$ cat config.mk
export PLATFORM = sky130hd
export DESIGN_NAME = drq_sched
export DESIGN_NICKNAME = d
export VERILOG_FILES = /design/src/logic/drq_fifo.v /design/src/logic/drq_sched.v
export VERILOG_INCLUDE_DIRS = /design/src /design/src/logic
export SDC_FILE = /design/constraint.sdc
export NUM_CORES = 1
export LEC_CHECK = 0
export ABC_CLOCK_PERIOD_IN_PS = 3200
export BUFFER_PORTS_ARGS = -buffer_cell sky130_fd_sc_hd__buf_2
export CAP_MARGIN = 20
export CORE_UTILIZATION = 50
export CTS_CLUSTER_DIAMETER = 150
export DETAILED_ROUTE_END_ITERATION = 10
export PLACE_DENSITY = 0.69
export SLEW_MARGIN = 10
export SYNTH_ARGS = -nofsm -noshare
export SYNTH_HDL_FRONTEND = slang
export SYNTH_SLANG_ARGS = --single-unit
$ cat constraint.sdc
create_clock -name clk_i -period 3.2 [get_ports clk_i]
set_input_delay 0.48 -clock clk_i [delete_from_list [all_inputs] [get_ports clk_i]]
set_output_delay 0.48 -clock clk_i [all_outputs]
set_load 0.1 [all_outputs]
$ cat src/logic/drq_regs.vh
`ifndef DRQ_REGS_VH
`define DRQ_REGS_VH
// Register byte addresses
`define REG_CTRL        8'h00
`define REG_STATUS      8'h04
`define REG_WDD         8'h08
`define REG_CMDCNT      8'h0C
`define REG_LASTCMD     8'h10
// Control fields
`define CTRL_ENABLE     0
`define CTRL_CLR_CNT    1
// Reset values
`define CTRL_RESET      2'h1
`define WDD_RESET       4'h4
// Request packet opcodes (request_pins[11:10])
`define OP_NOP          2'h0
`define OP_ACT          2'h1
`define OP_COL          2'h2
`define OP_ROW_PRECHARGE_PACKET         2'h3
// Command codes issued after delay
`define CMD_ACT         3'h1
`define CMD_RD          3'h2
`define CMD_WR          3'h3
`define CMD_PRE         3'h4
`define CMD_REFRESH_PRECHARGE_COMMAND        3'h5
`define CMD_REFRESH_ACTIVATE_COMMAND        3'h6
`define CMD_REFRESH_INCREMENT_COMMAND        3'h7
// Timing
`define CLK_PERIOD_NS   8
`define WDD_MAX         15
`endif

$ cat src/logic/drq_fifo.v
`timescale 1ns/1ns
module drq_fifo #(
    parameter WIDTH = 16,
    parameter DEPTH = 16,
    parameter AW    = 4
) (
    // Clock and reset
    input  wire             clk_i,
    input  wire             rst_i,
    // Fill side
    input  wire [WIDTH-1:0] in_data_i,
    input  wire             in_valid_i,
    output wire             in_ready_o,
    // Drain side
    output wire [WIDTH-1:0] out_data_o,
    output wire             out_valid_o,
    input  wire             out_ready_i
);
    reg [WIDTH-1:0] mem [0:DEPTH-1];
    reg [AW-1:0]    wr_ptr;
    reg [AW-1:0]    rd_ptr;
    reg [AW:0]      count;
    wire            push = in_valid_i && in_ready_o;
    wire            pop  = out_valid_o && out_ready_i;

    assign in_ready_o  = (count != DEPTH[AW:0]);
    assign out_valid_o = (count != {(AW+1){1'b0}});
    assign out_data_o  = mem[rd_ptr];

    always @(posedge clk_i) begin
        if (push) begin
            mem[wr_ptr] <= in_data_i;
        end
    end

    always @(posedge clk_i) begin
        if (rst_i) begin
            wr_ptr <= {AW{1'b0}};
            rd_ptr <= {AW{1'b0}};
            count  <= {(AW+1){1'b0}};
        end else begin
            if (push) begin
                wr_ptr <= wr_ptr + 1'b1;
            end
            if (pop) begin
                rd_ptr <= rd_ptr + 1'b1;
            end
            if (push && !pop) begin
                count <= count + 1'b1;
            end else if (pop && !push) begin
                count <= count - 1'b1;
            end
        end
    end
endmodule // drq_fifo

$ cat src/logic/drq_sched.v
`timescale 1ns/1ns
`include "drq_regs.vh"
// Overview of operation
// - Delay fields postpone commands whole cycles
// - Activate delay one equals later activate
// - Column delay one equals later column
// - Read data timed from virtual command
// - Write data sampled from virtual command
// - Precharge delay from two-bit delay field
// - Refresh delay from its own two-bit delay field
// - Refresh activate/increment share same delay
// - Row precharge decodes two independent operations
// - Each operation delayed by own field
// - Write data follows by write delay
module drq_sched #(
    parameter DW    = 16,
    parameter DEPTH = 16
) (
    // System
    input  wire          clk_i,
    input  wire          rst_i,
    // Link pins
    input  wire          clock_from_master_i,
    input  wire [11:0]   request_pins_i,
    input  wire [DW-1:0] data_pins_i,
    // Classic Wishbone slave
    input  wire          cyc_i,
    input  wire          stb_i,
    input  wire          we_i,
    input  wire [7:0]    adr_i,
    input  wire [3:0]    sel_i,
    input  wire [31:0]   dat_i,
    output reg  [31:0]   dat_o,
    output reg           ack_o,
    // Issued command stream
    output reg           cmd_valid_o,
    output reg  [2:0]    cmd_code_o,
    output reg  [2:0]    cmd_bank_o,
    output reg           read_data_o,
    // Write data stream
    output reg  [DW-1:0] wdata_o,
    output reg           wdata_valid_o,
    input  wire          wdata_ready_i,
    output reg           overflow_o
);
    // Three-stage synchronisers
    reg [2:0]    cfm_s;
    reg          cfm_prev;
    reg [11:0]   rq_s1;
    reg [11:0]   rq_s2;
    reg [11:0]   rq_s3;
    reg [DW-1:0] dq_s1;
    reg [DW-1:0] dq_s2;
    reg [DW-1:0] dq_s3;
    wire         cfm_level = cfm_s[1];
    wire         cfm_agree = (cfm_s[1] == cfm_s[2]);
    wire         link_edge = cfm_agree && cfm_level && !cfm_prev;

    always @(posedge clk_i) begin
        if (rst_i) begin
            cfm_s    <= 3'h0;
            cfm_prev <= 1'b0;
            rq_s1    <= 12'h000;
            rq_s2    <= 12'h000;
            rq_s3    <= 12'h000;
            dq_s1    <= {DW{1'b0}};
            dq_s2    <= {DW{1'b0}};
            dq_s3    <= {DW{1'b0}};
        end else begin
            cfm_s <= {cfm_s[1:0], clock_from_master_i};
            if (cfm_agree) begin
                cfm_prev <= cfm_level;
            end
            rq_s1 <= request_pins_i;
            rq_s2 <= rq_s1;
            rq_s3 <= rq_s2;
            dq_s1 <= data_pins_i;
            dq_s2 <= dq_s1;
            dq_s3 <= dq_s2;
        end
    end

    // Registers
    reg [1:0]  ctrl;
    reg [3:0]  wdd;
    reg [15:0] cmd_count;
    reg [7:0]  last_cmd;
    wire       enable = ctrl[`CTRL_ENABLE];
    wire       bus_req = cyc_i && stb_i && !ack_o;

    // Delay slot per command kind: {valid, code, bank, remaining}
    // Slot 0 activate/column, slot 1 precharge, slot 2 refresh
    reg        slot_v   [0:2];
    reg [2:0]  slot_cmd [0:2];
    reg [2:0]  slot_bank[0:2];
    reg [1:0]  slot_cnt [0:2];

    // Packet decode: [11:10] opcode
    wire [1:0] opc = rq_s2[11:10];
    wire       pkt = link_edge && enable && (opc != `OP_NOP);

    // Write data countdown
    reg [3:0]  wd_cnt;
    reg        wd_pend;

    function [2:0] refresh_code;
        input [1:0] refresh_operation_field;
        begin
            case (refresh_operation_field)
                2'h1:    refresh_code = `CMD_REFRESH_PRECHARGE_COMMAND;
                2'h2:    refresh_code = `CMD_REFRESH_ACTIVATE_COMMAND;
                default: refresh_code = `CMD_REFRESH_INCREMENT_COMMAND;
            endcase
        end
    endfunction

    // Slot readiness at a link edge
    wire rdy0 = slot_v[0] && (slot_cnt[0] == 2'h0);
    wire rdy1 = slot_v[1] && (slot_cnt[1] == 2'h0);
    wire rdy2 = slot_v[2] && (slot_cnt[2] == 2'h0);

    // FIFO in the write data path
    wire          fifo_in_ready;
    wire [DW-1:0] fifo_data;
    wire          fifo_valid;
    reg           fifo_push;
    reg  [DW-1:0] fifo_wdata;
    wire          fifo_pop = fifo_valid && (!wdata_valid_o || wdata_ready_i);

    drq_fifo #(.WIDTH(DW), .DEPTH(DEPTH), .AW(4)) u_fifo (
        .clk_i       (clk_i),
        .rst_i       (rst_i),
        .in_data_i   (fifo_wdata),
        .in_valid_i  (fifo_push),
        .in_ready_o  (fifo_in_ready),
        .out_data_o  (fifo_data),
        .out_valid_o (fifo_valid),
        .out_ready_i (fifo_pop)
    );

    integer i;
    always @(posedge clk_i) begin
        if (rst_i) begin
            for (i = 0; i < 3; i = i + 1) begin
                slot_v[i]    <= 1'b0;
                slot_cmd[i]  <= 3'h0;
                slot_bank[i] <= 3'h0;
                slot_cnt[i]  <= 2'h0;
            end
            cmd_valid_o <= 1'b0;
            cmd_code_o  <= 3'h0;
            cmd_bank_o  <= 3'h0;
            read_data_o <= 1'b0;
            wd_cnt      <= 4'h0;
            wd_pend     <= 1'b0;
            fifo_push   <= 1'b0;
            fifo_wdata  <= {DW{1'b0}};
            overflow_o  <= 1'b0;
            cmd_count   <= 16'h0000;
            last_cmd    <= 8'h00;
        end else begin
            cmd_valid_o <= 1'b0;
            read_data_o <= 1'b0;
            fifo_push   <= 1'b0;
            if (ack_o == 1'b0 && bus_req && we_i && adr_i == `REG_CTRL
                    && sel_i[0] && dat_i[`CTRL_CLR_CNT]) begin
                overflow_o <= 1'b0;
                cmd_count  <= 16'h0000;
            end
            if (link_edge) begin
                // Count down pending slots one link cycle each
                for (i = 0; i < 3; i = i + 1) begin
                    if (slot_v[i] && slot_cnt[i] != 2'h0) begin
                        slot_cnt[i] <= slot_cnt[i] - 2'h1;
                    end
                end
                // Issue: activate/column wins the output, then precharge; others retry at the next link edge
                if (rdy0 || rdy1 || rdy2) begin
                    cmd_valid_o <= 1'b1;
                    cmd_count   <= cmd_count + 16'h0001;
                end
                if (rdy0) begin
                    slot_v[0]  <= 1'b0;
                    cmd_code_o <= slot_cmd[0];
                    cmd_bank_o <= slot_bank[0];
                    last_cmd   <= {2'h0, slot_cmd[0], slot_bank[0]};
                    // Read data timed from virtual position
                    read_data_o <= (slot_cmd[0] == `CMD_RD);
                end else if (rdy1) begin
                    slot_v[1]  <= 1'b0;
                    cmd_code_o <= slot_cmd[1];
                    cmd_bank_o <= slot_bank[1];
                    last_cmd   <= {2'h0, slot_cmd[1], slot_bank[1]};
                end else if (rdy2) begin
                    slot_v[2]  <= 1'b0;
                    cmd_code_o <= slot_cmd[2];
                    cmd_bank_o <= slot_bank[2];
                    last_cmd   <= {2'h0, slot_cmd[2], slot_bank[2]};
                end
                if (rdy0 && rdy1) begin
                    slot_v[1]   <= 1'b1;
                    slot_cnt[1] <= 2'h0;
                end
                if ((rdy0 || rdy1) && rdy2) begin
                    slot_v[2]   <= 1'b1;
                    slot_cnt[2] <= 2'h0;
                end
                // Write data sampled at the delayed slot
                if (wd_pend) begin
                    if (wd_cnt == 4'h0) begin
                        wd_pend <= 1'b0;
                        if (fifo_in_ready) begin
                            fifo_push  <= 1'b1;
                            fifo_wdata <= dq_s2;
                        end else begin
                            overflow_o <= 1'b1;
                        end
                    end else begin
                        wd_cnt <= wd_cnt - 4'h1;
                    end
                end
                if (pkt) begin
                    case (opc)
                        `OP_ACT: begin
                            // [9] delay bit, [8:6] bank; single bit
                            slot_v[0]    <= 1'b1;
                            slot_cmd[0]  <= `CMD_ACT;
                            slot_bank[0] <= rq_s2[8:6];
                            slot_cnt[0]  <= {1'b0, rq_s2[9]};
                        end
                        `OP_COL: begin
                            // [9] delay bit, [5] write, [8:6] bank
                            slot_v[0]    <= 1'b1;
                            slot_cmd[0]  <= rq_s2[5] ? `CMD_WR : `CMD_RD;
                            slot_bank[0] <= rq_s2[8:6];
                            slot_cnt[0]  <= {1'b0, rq_s2[9]};
                            if (rq_s2[5]) begin
                                // Data slot counted from virtual position
                                // A zero write data delay is not supported
                                wd_cnt  <= wdd + {3'h0, rq_s2[9]} - 4'h1;
                                wd_pend <= 1'b1;
                            end
                        end
                        `OP_ROW_PRECHARGE_PACKET: begin
                            // Two independent operations
                            if (rq_s2[9]) begin
                                // Precharge: [9] enable, [8:7] delay, [2:0] bank
                                slot_v[1]    <= 1'b1;
                                slot_cmd[1]  <= `CMD_PRE;
                                slot_bank[1] <= rq_s2[2:0];
                                slot_cnt[1]  <= rq_s2[8:7];
                            end
                            if (rq_s2[6:5] != 2'h0) begin
                                // Refresh: [6:5] op, [4:3] delay
                                slot_v[2]    <= 1'b1;
                                slot_cmd[2]  <= refresh_code(rq_s2[6:5]);
                                slot_bank[2] <= 3'h0;
                                slot_cnt[2]  <= rq_s2[4:3];
                            end
                        end
                        default: begin
                        end
                    endcase
                end
            end
        end
    end

    // Write data output stage
    always @(posedge clk_i) begin
        if (rst_i) begin
            wdata_o       <= {DW{1'b0}};
            wdata_valid_o <= 1'b0;
        end else if (fifo_pop) begin
            wdata_o       <= fifo_data;
            wdata_valid_o <= 1'b1;
        end else if (wdata_ready_i) begin
            wdata_valid_o <= 1'b0;
        end
    end

    // Wishbone register access, ack one cycle after request
    always @(posedge clk_i) begin
        if (rst_i) begin
            ack_o <= 1'b0;
            dat_o <= 32'h00000000;
            ctrl  <= `CTRL_RESET;
            wdd   <= `WDD_RESET;
        end else begin
            ack_o <= bus_req;
            dat_o <= 32'h00000000;
            if (bus_req && we_i && sel_i[0]) begin
                case (adr_i)
                    `REG_CTRL: ctrl[`CTRL_ENABLE] <= dat_i[`CTRL_ENABLE];
                    `REG_WDD:  wdd <= dat_i[3:0];
                    default: begin
                    end
                endcase
            end
            if (bus_req && !we_i) begin
                case (adr_i)
                    `REG_CTRL:    dat_o <= {30'h0, ctrl};
                    `REG_STATUS:  dat_o <= {26'h0, overflow_o, fifo_valid,
                                            wd_pend, slot_v[2], slot_v[1], slot_v[0]};
                    `REG_WDD:     dat_o <= {28'h0, wdd};
                    `REG_CMDCNT:  dat_o <= {16'h0, cmd_count};
                    `REG_LASTCMD: dat_o <= {24'h0, last_cmd};
                    default:      dat_o <= 32'h00000000;
                endcase
            end
        end
    end
endmodule // drq_sched

# --- After elaboration in Yosys (flattened, before gate mapping) ---
# Memory sizes are Yosys's and may differ from the RTL's. A register that Yosys moved wholly into a read port is not among the register bits.
# Index checks and enable logic that the tools add are counted.
op_classes:
  add_sub_neg: 11
  eq_ne: 12
  mux: 128
  bitwise_logic: 32
  reduce_logical: 58
ops:
  columns: ["op", "count"]
  rows:
  - ["2-to-1 mux 1 bit", 85]
  - ["case mux 16 bit (5 select lines)", 1]
  - ["2-to-1 mux 3 bit", 19]
  - ["2-to-1 mux 16 bit", 3]
  - ["logical AND 1 bit", 27]
  - ["bitwise OR 1 bit", 26]
  - ["2-to-1 mux 8 bit", 3]
  - ["2-to-1 mux 4 bit", 5]
  - ["2-to-1 mux 2 bit", 9]
  - ["adder 16 x 1 -> 16 bit (second input constant)", 1]
  - ["== test 8 x 4 -> 1 bit (second input constant)", 2]
  - ["nonzero test 2 bit", 7]
  - ["2-to-1 mux 5 bit", 2]
  - ["adder 4 x 1 -> 4 bit (second input constant)", 2]
  - ["== test 8 x 3 -> 1 bit (second input constant)", 1]
  - ["== test 8 x 5 -> 1 bit (second input constant)", 1]
  - ["logical NOT 8 bit", 1]
  - ["subtractor 4 x 1 -> 4 bit (second input constant)", 2]
  - ["== test 2 bit (second input constant)", 3]
  - ["logical NOT 1 bit", 6]
  - ["logical NOT 2 bit", 3]
  - ["inverter 1 bit", 6]
  - ["AND reduction 2 bit", 3]
  - ["subtractor 2 x 1 -> 2 bit (second input constant)", 3]
  - ["16 further kinds", 20]
totals:
  regBits: 167
  ram_bits: 283
  in_bits: 79
  output_inout_bits: 59
  wordCells: 271
  mem_count: 5
memory_table:
  columns: ["memory", "words", "width", "rd", "rd_ports_with_merged_regs", "write_ports", "line_no", "rtl"]
  rows:
  - ["u_fifo.mem", 16, 16, 1, 1, 1, "drq_fifo.v:19", "reg [WIDTH-1:0] mem [0:DEPTH-1];"]
  - ["slot_bank", 3, 3, 3, 0, 3, "drq_sched.v:95", "reg [2:0] slot_bank[0:2];"]
  - ["slot_cmd", 3, 3, 3, 0, 3, "drq_sched.v:94", "reg [2:0] slot_cmd [0:2];"]
  - ["slot_cnt", 3, 2, 3, 0, 3, "drq_sched.v:96", "reg [1:0] slot_cnt [0:2];"]
  - ["slot_v", 3, 1, 3, 0, 3, "drq_sched.v:93", "reg slot_v [0:2];"]

# --- Longest topological paths before layout ---
# Gate-level depths: netlist of the first run.
depth:
  word_depth: 12
  ltp_mapped: 12

# --- Hierarchy ---
# Synthesis of the first run repeated with hierarchy kept, for this count alone.
unflattened:
  cells_unflattened: 1171
  area_unflattened_um2: 17101.4
modules_own_cells:
  columns: ["mod", "n_inst", "cells_each", "area_per_inst_um2"]
  rows:
  - ["drq_fifo", 1, 506, 10530.1]
  - ["drq_sched", 1, 665, 6571.3]

# --- Least setup slack after synthesis of the first run ---
# Ideal clock, no wire load.
synth_timing:
  kind: "flip-flop to flip-flop"
  from: "reg wdata_valid_o"
  to: "reg u_fifo.count[4]"
  setup_ns: 0.071
  arrival_time_ns: 3.075
  path_slack_ns: 0.054
  path_stages_with_launch: 13
  n_path_buf: 1
  period_less_slack_ns: 3.146
  path_cell_list: "dfxtp_1 -> nand2b_1 -> a21boi_1 -> clkinv_1 -> buf_2 -> ha_1 -> inv_1 -> fa_1 -> a21o_1 -> a21oi_1 -> xnor2_1 -> or3_1 -> a21oi_1"
synth_via:
  elab_chain_len: 7
  word_cells_on_any_way: 9
  classes_between: "mux: 1; reduce/logical: 8"
synth_rtl:
  columns: ["item", "line_no", "rtl"]
  rows:
  - ["start: declaration", "drq_sched.v:42", "output reg wdata_valid_o,"]
  - ["start signal: assignment", "drq_sched.v:273", "wdata_valid_o <= 1'b0;"]
  - ["start signal: assignment", "drq_sched.v:276", "wdata_valid_o <= 1'b1;"]
  - ["start signal: assignment", "drq_sched.v:278", "wdata_valid_o <= 1'b0;"]
  - ["logical NOT 1 bit (*)", "drq_sched.v:128", "wire fifo_pop = fifo_valid && (!wdata_valid_o || wdata_ready_i);"]
  - ["logical OR 1 bit (*)", "drq_sched.v:128", null]
  - ["logical AND 1 bit (*)", "drq_sched.v:128", null]
  - ["logical AND 1 bit (*)", "drq_fifo.v:24", "wire pop = out_valid_o && out_ready_i;"]
  - ["logical NOT 1 bit", "drq_fifo.v:48", "if (push && !pop) begin"]
  - ["logical AND 1 bit", "drq_fifo.v:48", null]
  - ["2-to-1 mux 5 bit / nonzero test 2 bit (equally long branches)", null, null]
  - ["end signal: assignment", "drq_fifo.v:40", "count <= {(AW+1){1'b0}};"]
  - ["end signal: assignment", "drq_fifo.v:49", "count <= count + 1'b1;"]
  - ["end signal: assignment", "drq_fifo.v:51", "count <= count - 1'b1;"]
  - ["end: declaration", "drq_fifo.v:22", "reg [AW:0] count;"]
# Mark *: on every way between the ends. The rest lies on a longest branch, timed or not.
# A chain may end at the register's enable or synchronous reset.

# --- Worst setup path after layout of the first run ---
layout_timing:
  from: "reg u_fifo.count[0]"
  to: "reg u_fifo.count[4]"
layout_via:
  word_cells_on_any_way: 14
  classes_between: "add/sub: 2; eq/ne: 1; mux: 2; reduce/logical: 9"
layout_rtl:
  columns: ["item", "line_no", "rtl"]
  rows:
  - ["inequality test 5 bit (*)", "drq_fifo.v:26", "assign in_ready_o = (count != DEPTH[AW:0]);"]
  - ["logical AND 1 bit (*)", "drq_fifo.v:23", "wire push = in_valid_i && in_ready_o;"]
  - ["named net u_fifo.push", "drq_fifo.v:23", null]
  - ["logical NOT 1 bit", "drq_fifo.v:50", "end else if (pop && !push) begin"]
  - ["logical AND 1 bit", "drq_fifo.v:50", null]
  - ["nonzero test 2 bit (no source line)", null, null]
# Mark *: on every way through the listed nets, which the timed path passes. The rest lies on a longest branch. The select of a mux whose other input is x is not followed.

==> results of run 1 <==
## worst min-delay path by stage
| stage | startpoint | end | slack [ns] | cells past startpoint |
|---|---|---|---|---|
| floorplan | cfm_s[0]$_SDFF_PP0_ | cfm_s[1]$_SDFF_PP0_ | 0.41 | 1 |
| global placement | rq_s1[8]$_SDFF_PP0_ | rq_s2[8]$_SDFF_PP0_ | 0.42 | 1 |
| detailed placement | rq_s1[6]$_SDFF_PP0_ | rq_s2[6]$_SDFF_PP0_ | 0.42 | 1 |
| CTS | request_pins_i[10] | rq_s1[10]$_SDFF_PP0_ | 0.12 | 2 |
| global route | request_pins_i[6] | rq_s1[6]$_SDFF_PP0_ | 0.14 | 2 |
| finish | data_pins_i[13] | dq_s1[13]$_SDFF_PP0_ | 0.14 | 2 |
## cells in the final DEF (no fill, tap or decap), drive strengths merged, types with 6 or more instances in the layout
| cell type | count |
|---|---|
| xor2 | 9 |
| mux4 | 33 |
| nand3 | 23 |
| nor3 | 24 |
| a21oi | 37 |
| a22oi | 20 |
| nand4 | 7 |
| o31ai | 8 |
| o21ai | 28 |
| clkinv | 9 |
| a211oi | 13 |
| and2 | 18 |
| nor4 | 9 |
| clkbuf | 67 |
| edfxtp | 271 |
| nand2 | 43 |
| and3 | 6 |
| o22ai | 32 |
| nor2 | 89 |
| dfxtp | 165 |
| nor2b | 64 |
| mux2i | 89 |
| conb | 16 |
| a32oi | 7 |
| nand2b | 9 |
| inv | 21 |
| ha | 17 |
| buf | 127 |
| xnor2 | 8 |
## metrics by stage
stage / cell area (um^2) / setup slack [ns] / power, mW / std cells
5_1_grt: 19090 / 0.3351 / 14.45 / 1761
6_report: 19090 / 0.5205 / 13.94 / 1761
3_5_place_dp: 17690 / 0.5504 / 9.127 / 1681
3_3_place_gp: 17690 / 0.5620 / 9.090 / 1681
4_1_cts: 19090 / 0.5122 / 14.05 / 1761
2_1_floorplan: 16730 / 0.05425 / 8.476 / 1184
## Yosys cell counts (23+ instances only)
master	n
nor2_1	89
mux2i_1	89
edfxtp_1	271
nor2b_1	64
nand2_1	43
dfxtp_1	165
mux4_2	33
clkbuf_1	30
nand3_1	23
nor3_1	24
a21oi_1	37
o22ai_1	32
o21ai_0	25
## cell families (layout without fill, tap and decap cells)
family / Yosys count / count (layout) / share of synthesized area
adders and majority gates: 18 / 18 / 0.01396
xor gates and xnor gates: 17 / 17 / 0.008932
and+or+nand+nor: 311 / 311 / 0.09593
buffers and inverters: 93 / 228 / 0.02687
AOI/OAI and AO/OA: 166 / 166 / 0.06635
other: 1 / 16 / 0.0002250
muxes: 127 / 127 / 0.1014
DFF: 436 / 436 / 0.6863
## power by group through the flow
stage / combinational (mW) / clock (mW) / sequential, mW
after detailed placement: 2.67 / 0 / 6.46
after global routing: 2.84 / 5.25 / 6.36
after global placement: 2.64 / 0 / 6.45
after CTS: 2.68 / 5.03 / 6.34
after floorplan: 1.34 / 0 / 7.13
final: 2.67 / 4.93 / 6.33
## flip-flops by register name (all words and copies together) (netlist names), 2 cells and up
name,cells
u_fifo.mem,256
cmd_count,16
dat_o,16
dq_s1,16
dq_s2,16
fifo_wdata,16
wdata_o,16
rq_s1,12
rq_s2,12
slot_bank,6
slot_cmd,6
slot_cnt,6
u_fifo.count,5
u_fifo.rd_ptr,4
u_fifo.wr_ptr,4
wd_cnt,4
wdd,4
cfm_s,3
slot_v,3
cmd_bank_o,2
cmd_code_o,2
last_cmd,2
## final cells by class
type / instances / area share
clock buffer: 67 / 0.06488
inverter: 21 / 0.004129
tap: 442 / 0.02897
multi-input combinational: 655 / 0.2553
timing repair buffer: 127 / 0.03893
sequential: 436 / 0.5995
clock inverter: 13 / 0.008323
## layer usage
| metal | vias to the layer above | share of wire |
|---|---|---|
| met1 | 4643 | 0.44 |
| met5 | - | 0 |
| li1 | 4558 | - |
| met3 | 55 | 0.061 |
| met4 | 0 | 0.023 |
| met2 | 278 | 0.47 |
==> results.json, run 1 <==
{
  "status": "complete, no violations",
  "synth.distinct_cells": 60,
  "critPathTopFamily": "compound AO/OA/AOI/OAI gates",
  "skew_ns": 0.02445,
  "avgSynthCellArea_um2": 14.26,
  "synthDominantCellAreaShare": 0.4882,
  "start_util": 0.5098,
  "rows": 66,
  "cts_buffers": 43,
  "netSwitchingPower_mw": 4.088,
  "cp-start-kind": "register",
  "port_buffers": 90,
  "r2r_start": "u_fifo.count[0]$_SDFFE_PP0P_",
  "p_per_area_mw_per_mm2": 730.1,
  "synth_edf_count": 271,
  "cts.sinks": 436,
  "antenna_found_initial": 0,
  "crit_chain": "nor4_4, a21boi_2, ha_1, inv_1, fa_1, a21o_1, a21oi_1, xnor2_1, or3_1, a21oi_1",
  "grt.met2_usage": 0.3128,
  "via_per_inst": 5.414,
  "drt_iter0_drc": 689,
  "die_height_um": 184.6,
  "relSlewSlack": 0.3199,
  "die_w_um": 184.6,
  "wl_um": 32520,
  "antenna_cells": 0,
  "r2r_end": "u_fifo.count[4]$_SDFFE_PP0P_",
  "whs_ns": 0.1422,
  "dr.pass1.iters": 5,
  "grt_pass1_wl_um": 50310,
  "crit_type": "reg2reg",
  "timing.fmax_mhz": 373.2,
  "vias": 9534,
  "hold_violations": 0,
  "grt_max_degree": 73,
  "fin_util": 0.5838,
  "crit_start": "u_fifo.count[0]$_SDFFE_PP0P_",
  "htree_levels": 2,
  "cp-end-kind": "register",
  "nets": 1381,
  "ys_seq_area_frac": 0.6863,
  "critPathBufInv": 1,
  "dp_hpwl_um": 19940,
  "tightest_slew_ns": 1.010,
  "hold_class": "in2reg",
  "cts_root_buf": "clkbuf_16",
  "seq_area_mm2": 0.01145,
  "pwr-share-comb": 0.192,
  "critical_path_arrival_ns": 3.13,
  "cap_violations": 0,
  "grt_overflow": 0,
  "synth_area_leader_cell": "edfxtp_1",
  "cts.clk_slew.worst_paths_ns": 0.06,
  "clkPwrFrac": 0.354,
  "cts_tree": "built",
  "post_cts_buffers": 0,
  "use_met1": 0.2684,
  "fin_crit_sh": 0.8373,
  "layout_min_cycle_time_ns": 2.679,
  "rsz0062_at_grt": "false",
  "gp_congestion": 0.8076,
  "use_met3": 0.02786,
  "grt_busiest_layer": "met2",
  "p_seq_frac": 0.454,
  "cts_hold_buf": 0,
  "cp.depth": 10,
  "p_leak_nw": 6.616,
  "grt_use_total": 0.1929,
  "syn_inst": 1169,
  "synth-seq-cells": 436,
  "slowest_delay_ns": 0.46,
  "cts-resized-gates": 0,
  "clock_latency_ns": 0.54,
  "grt_pass1_vias": 9201,
  "multi_input_area_mm2": 0.004873,
  "wl_per_cell_um": 18.46,
  "fillerInstances": 2571,
  "path_max_fanout": 9,
  "ir_worst_vdd_uv": 624.4,
  "sw_frac_of_total": 0.2933,
  "drtAntennaViolNets": 0,
  "post-route-drc-count": 0,
  "drv_slew": 0,
  "ys_warn_count": 0,
  "cts.path.max_buffers": 3,
  "syn_area_mm2": 0.01667,
  "r2r_setup_slack_ns": 0.52,
  "report.final.setup_viol": 0,
  "core_area_mm2": 0.03270,
  "syn2layout_area_growth_pct": 14.53,
  "p_int_mw": 9.851,
  "r2r.worst_path.cells": 10,
  "synth_flop_cell": "edfxtp_1",
  "pin_count": 138,
  "setup_tns_ns": 0,
  "critPathMostFrequentCell": "a21oi_1",
  "critPathCapture": "u_fifo.count[4]$_SDFFE_PP0P_",
  "die_area_mm2": 0.03407,
  "crit_required_ns": 3.66,
  "synth-async-reset-ratio": 0,
  "synth.area.top_cells": "edfxtp_1 (49%), dfxtp_1 (20%), mux2i_1 (5.3%), mux4_2 (4.5%), nor2b_1 (2.4%)",
  "drive_gt1_frac": 0.1842,
  "crit_slowest_cell": "dfxtp_1"
}
(Power assumes the default switching activity.)
==> run 2: changes to the inputs <==
Settings changed: ABC_CLOCK_PERIOD_IN_PS 3200 to 2250, PLACE_DENSITY 0.69 to 0.71.
Clock period 3.2 ns to 2.25 ns, I/O delays scaled along.
==> results.json, run 2 (same netlist as run 1, synthesis figures left out) <==
{
  "status": "finished with violations",
  "violations": "negative setup slack",
  "cp-end-kind": "register",
  "r2r_start": "u_fifo.count[0]$_SDFFE_PP0P_",
  "drv_slew": 0,
  "tightest_slew_ns": 0.6640,
  "pwr-share-comb": 0.213,
  "gp_congestion": 0.8008,
  "min_to": "dq_s1[7]$_SDFF_PP0_",
  "fillerInstances": 2505,
  "drive_gt1_frac": 0.2174,
  "power_mw": 20.29,
  "dr.pass1.iters": 5,
  "port_buffers": 90,
  "crit_required_ns": 2.72,
  "relSlewSlack": 0.5533,
  "antenna_cells": 0,
  "report.final.setup_viol": 1,
  "cp-start-kind": "register",
  "hold_violations": 0,
  "grt_max_degree": 41,
  "layout_common_cells": "edfxtp_1 (271), dfxtp_1 (160), nor2_1 (89), mux2i_1 (89), buf_2 (89)",
  "syn2layout_area_growth_pct": 18.37,
  "die_height_um": 184.6,
  "vias": 9862,
  "drt_iter0_drc": 777,
  "htree_levels": 2,
  "rsz0062_at_grt": "true",
  "clock_latency_ns": 0.55,
  "whs_ns": 0.01449,
  "via_per_inst": 5.440,
  "cts_root_buf": "clkbuf_16",
  "die_area_mm2": 0.03407,
  "clkPwrFrac": 0.347,
  "cts.path.max_buffers": 3,
  "r2r.worst_path.cells": 11,
  "netSwitchingPower_mw": 6.005,
  "grt_pass1_vias": 9601,
  "pin_count": 138,
  "path_max_fanout": 4,
  "wl_per_cell_um": 18.21,
  "fin_crit_sh": 1.014,
  "wl_um": 33020,
  "nets": 1433,
  "cts_buffers": 44,
  "grt_use_total": 0.1977,
  "grt_overflow": 0,
  "cts.sinks": 436,
  "layout_min_cycle_time_ns": 2.281,
  "place_ws_ns": -0.1127,
  "crit_type": "reg2reg",
  "p_seq_frac": 0.441,
  "timing.fmax_mhz": 438.4,
  "hold_depth": 2,
  "grt_pass1_wl_um": 52070,
  "drtAntennaViolNets": 0,
  "ir_worst_vdd_uv": 681.2,
  "post-route-drc-count": 0,
  "cap_violations": 0,
  "hold_class": "in2reg",
  "dp_hpwl_um": 20750,
  "core_area_mm2": 0.03270,
  "final_common_cell": "edfxtp_1",
  "p_per_area_mw_per_mm2": 1028,
  "finalInstanceArea_mm2": 0.01973,
  "die_w_um": 184.6,
  "critical_path_arrival_ns": 2.75,
  "min-delay-start": "data_pins_i[7]",
  "antenna_found_initial": 0,
  "r2r_end": "u_fifo.count[4]$_SDFFE_PP0P_",
  "dp_cells": 1709,
  "sw_frac_of_total": 0.2959,
  "r2r_setup_slack_ns": -0.03,
  "stdcell_count": 1813,
  "largest_register_ffs": 256,
  "start_util": 0.5098,
  "cts_tree": "built",
  "skew_ns": 0.02419,
  "cts.clk_slew.worst_paths_ns": 0.06,
  "rows": 66,
  "setup_ws_ns": -0.03123,
  "p_int_mw": 14.29,
  "placed_area_mm2": 0.01804,
  "p_leak_nw": 6.923,
  "regMostFlops": "u_fifo.mem"
}
==> run 2: changes by cell type in the layout (fill, tap and decap cells not counted), moves of 3 or more <==
cell and delta:
dfxtp_1 -3, a21oi_2 +3, buf_4 +23, dlygate4sd3_1 +18
a21oi_1 -3, clkbuf_8 +5, clkinv_2 +9, buf_12 +10
clkinv_1 -4, clkbuf_1 -7
==> run 2: per-layer routing <==
layer | part of all wire | up-vias | routed length, um | global-route usage
met5 | 0 | - | 0 | 0
met2 | 0.47 | 298 | 15670 | 0.3128
met1 | 0.45 | 4844 | 14980 | 0.2861
met4 | 0.017 | 0 | 558 | 0.05367
met3 | 0.055 | 53 | 1810 | 0.02806
li1 | - | 4667 | - | -
==> run 2: power groups by stage <==
stage | clock (mW) | combinational (mW) | sequential (mW)
5_1_grt | 7.49 | 4.55 | 8.98
2_1_floorplan | 0 | 1.95 | 10.2
4_1_cts | 7.15 | 4.26 | 8.94
6_report | 7.03 | 4.32 | 8.94
3_5_place_dp | 0 | 4.09 | 9.10
3_3_place_gp | 0 | 4.04 | 9.09
==> run 2: worst max path at each step <==
stage / slack [ns] / to / startpoint / depth (start not counted)
5_1_grt: -0.12 / u_fifo.count[4]$_SDFFE_PP0P_ / u_fifo.count[0]$_SDFFE_PP0P_ / 11
2_1_floorplan: -0.31 / u_fifo.count[4]$_SDFFE_PP0P_ / u_fifo.count[3]$_SDFFE_PP0P_ / 12
6_report: -0.03 / u_fifo.count[4]$_SDFFE_PP0P_ / u_fifo.count[0]$_SDFFE_PP0P_ / 11
3_5_place_dp: -0.11 / u_fifo.count[4]$_SDFFE_PP0P_ / wdata_ready_i / 12
4_1_cts: -0.02 / u_fifo.count[4]$_SDFFE_PP0P_ / u_fifo.count[1]$_SDFFE_PP0P_ / 11
3_3_place_gp: -0.08 / u_fifo.count[4]$_SDFFE_PP0P_ / wdata_ready_i / 12
==> run 2: worst max-delay path, stage by stage, from the launching register on <==
cell	delay, ns
dfxtp_2	0.34
nor4_4	0.32
a21boi_2	0.11
clkinv_2	0.08
ha_4	0.14
inv_4	0.05
fa_2	0.33
a21o_1	0.17
a21oi_2	0.12
xnor2_1	0.09
or3_1	0.33
a21oi_2	0.12
==> run 2: cell type report <==
class	count	area (um^2)	area share
clock buffers	66	1289	0.06531
clock inverters	15	140.1	0.007102
inverters	21	82.58	0.004185
multi-input cells	655	4920	0.2493
flip-flops and latches	436	11450	0.5804
well taps	442	553.0	0.02803
repair buffers	178	1296	0.06569
==> run 2: timing repair <==
action / in CTS / in global routing
hold buffers: 18 / 0
endpoints found under the setup margin: 1 / 2
resized for setup: 4 / 5
buffers inserted: 4 / 1
pin swaps: 5 / 8
endpoints found under the hold margin: 18 / 0
==> run 2: stage by stage <==
stage,TNS (ns),util
final,-0.03123,0.6034
after detailed placement,-0.1127,0.5517
after floorplan,-0.3384,-
after global routing,-0.2118,0.6034
after CTS,-0.02371,0.6027
after global placement,-0.08314,0.5517
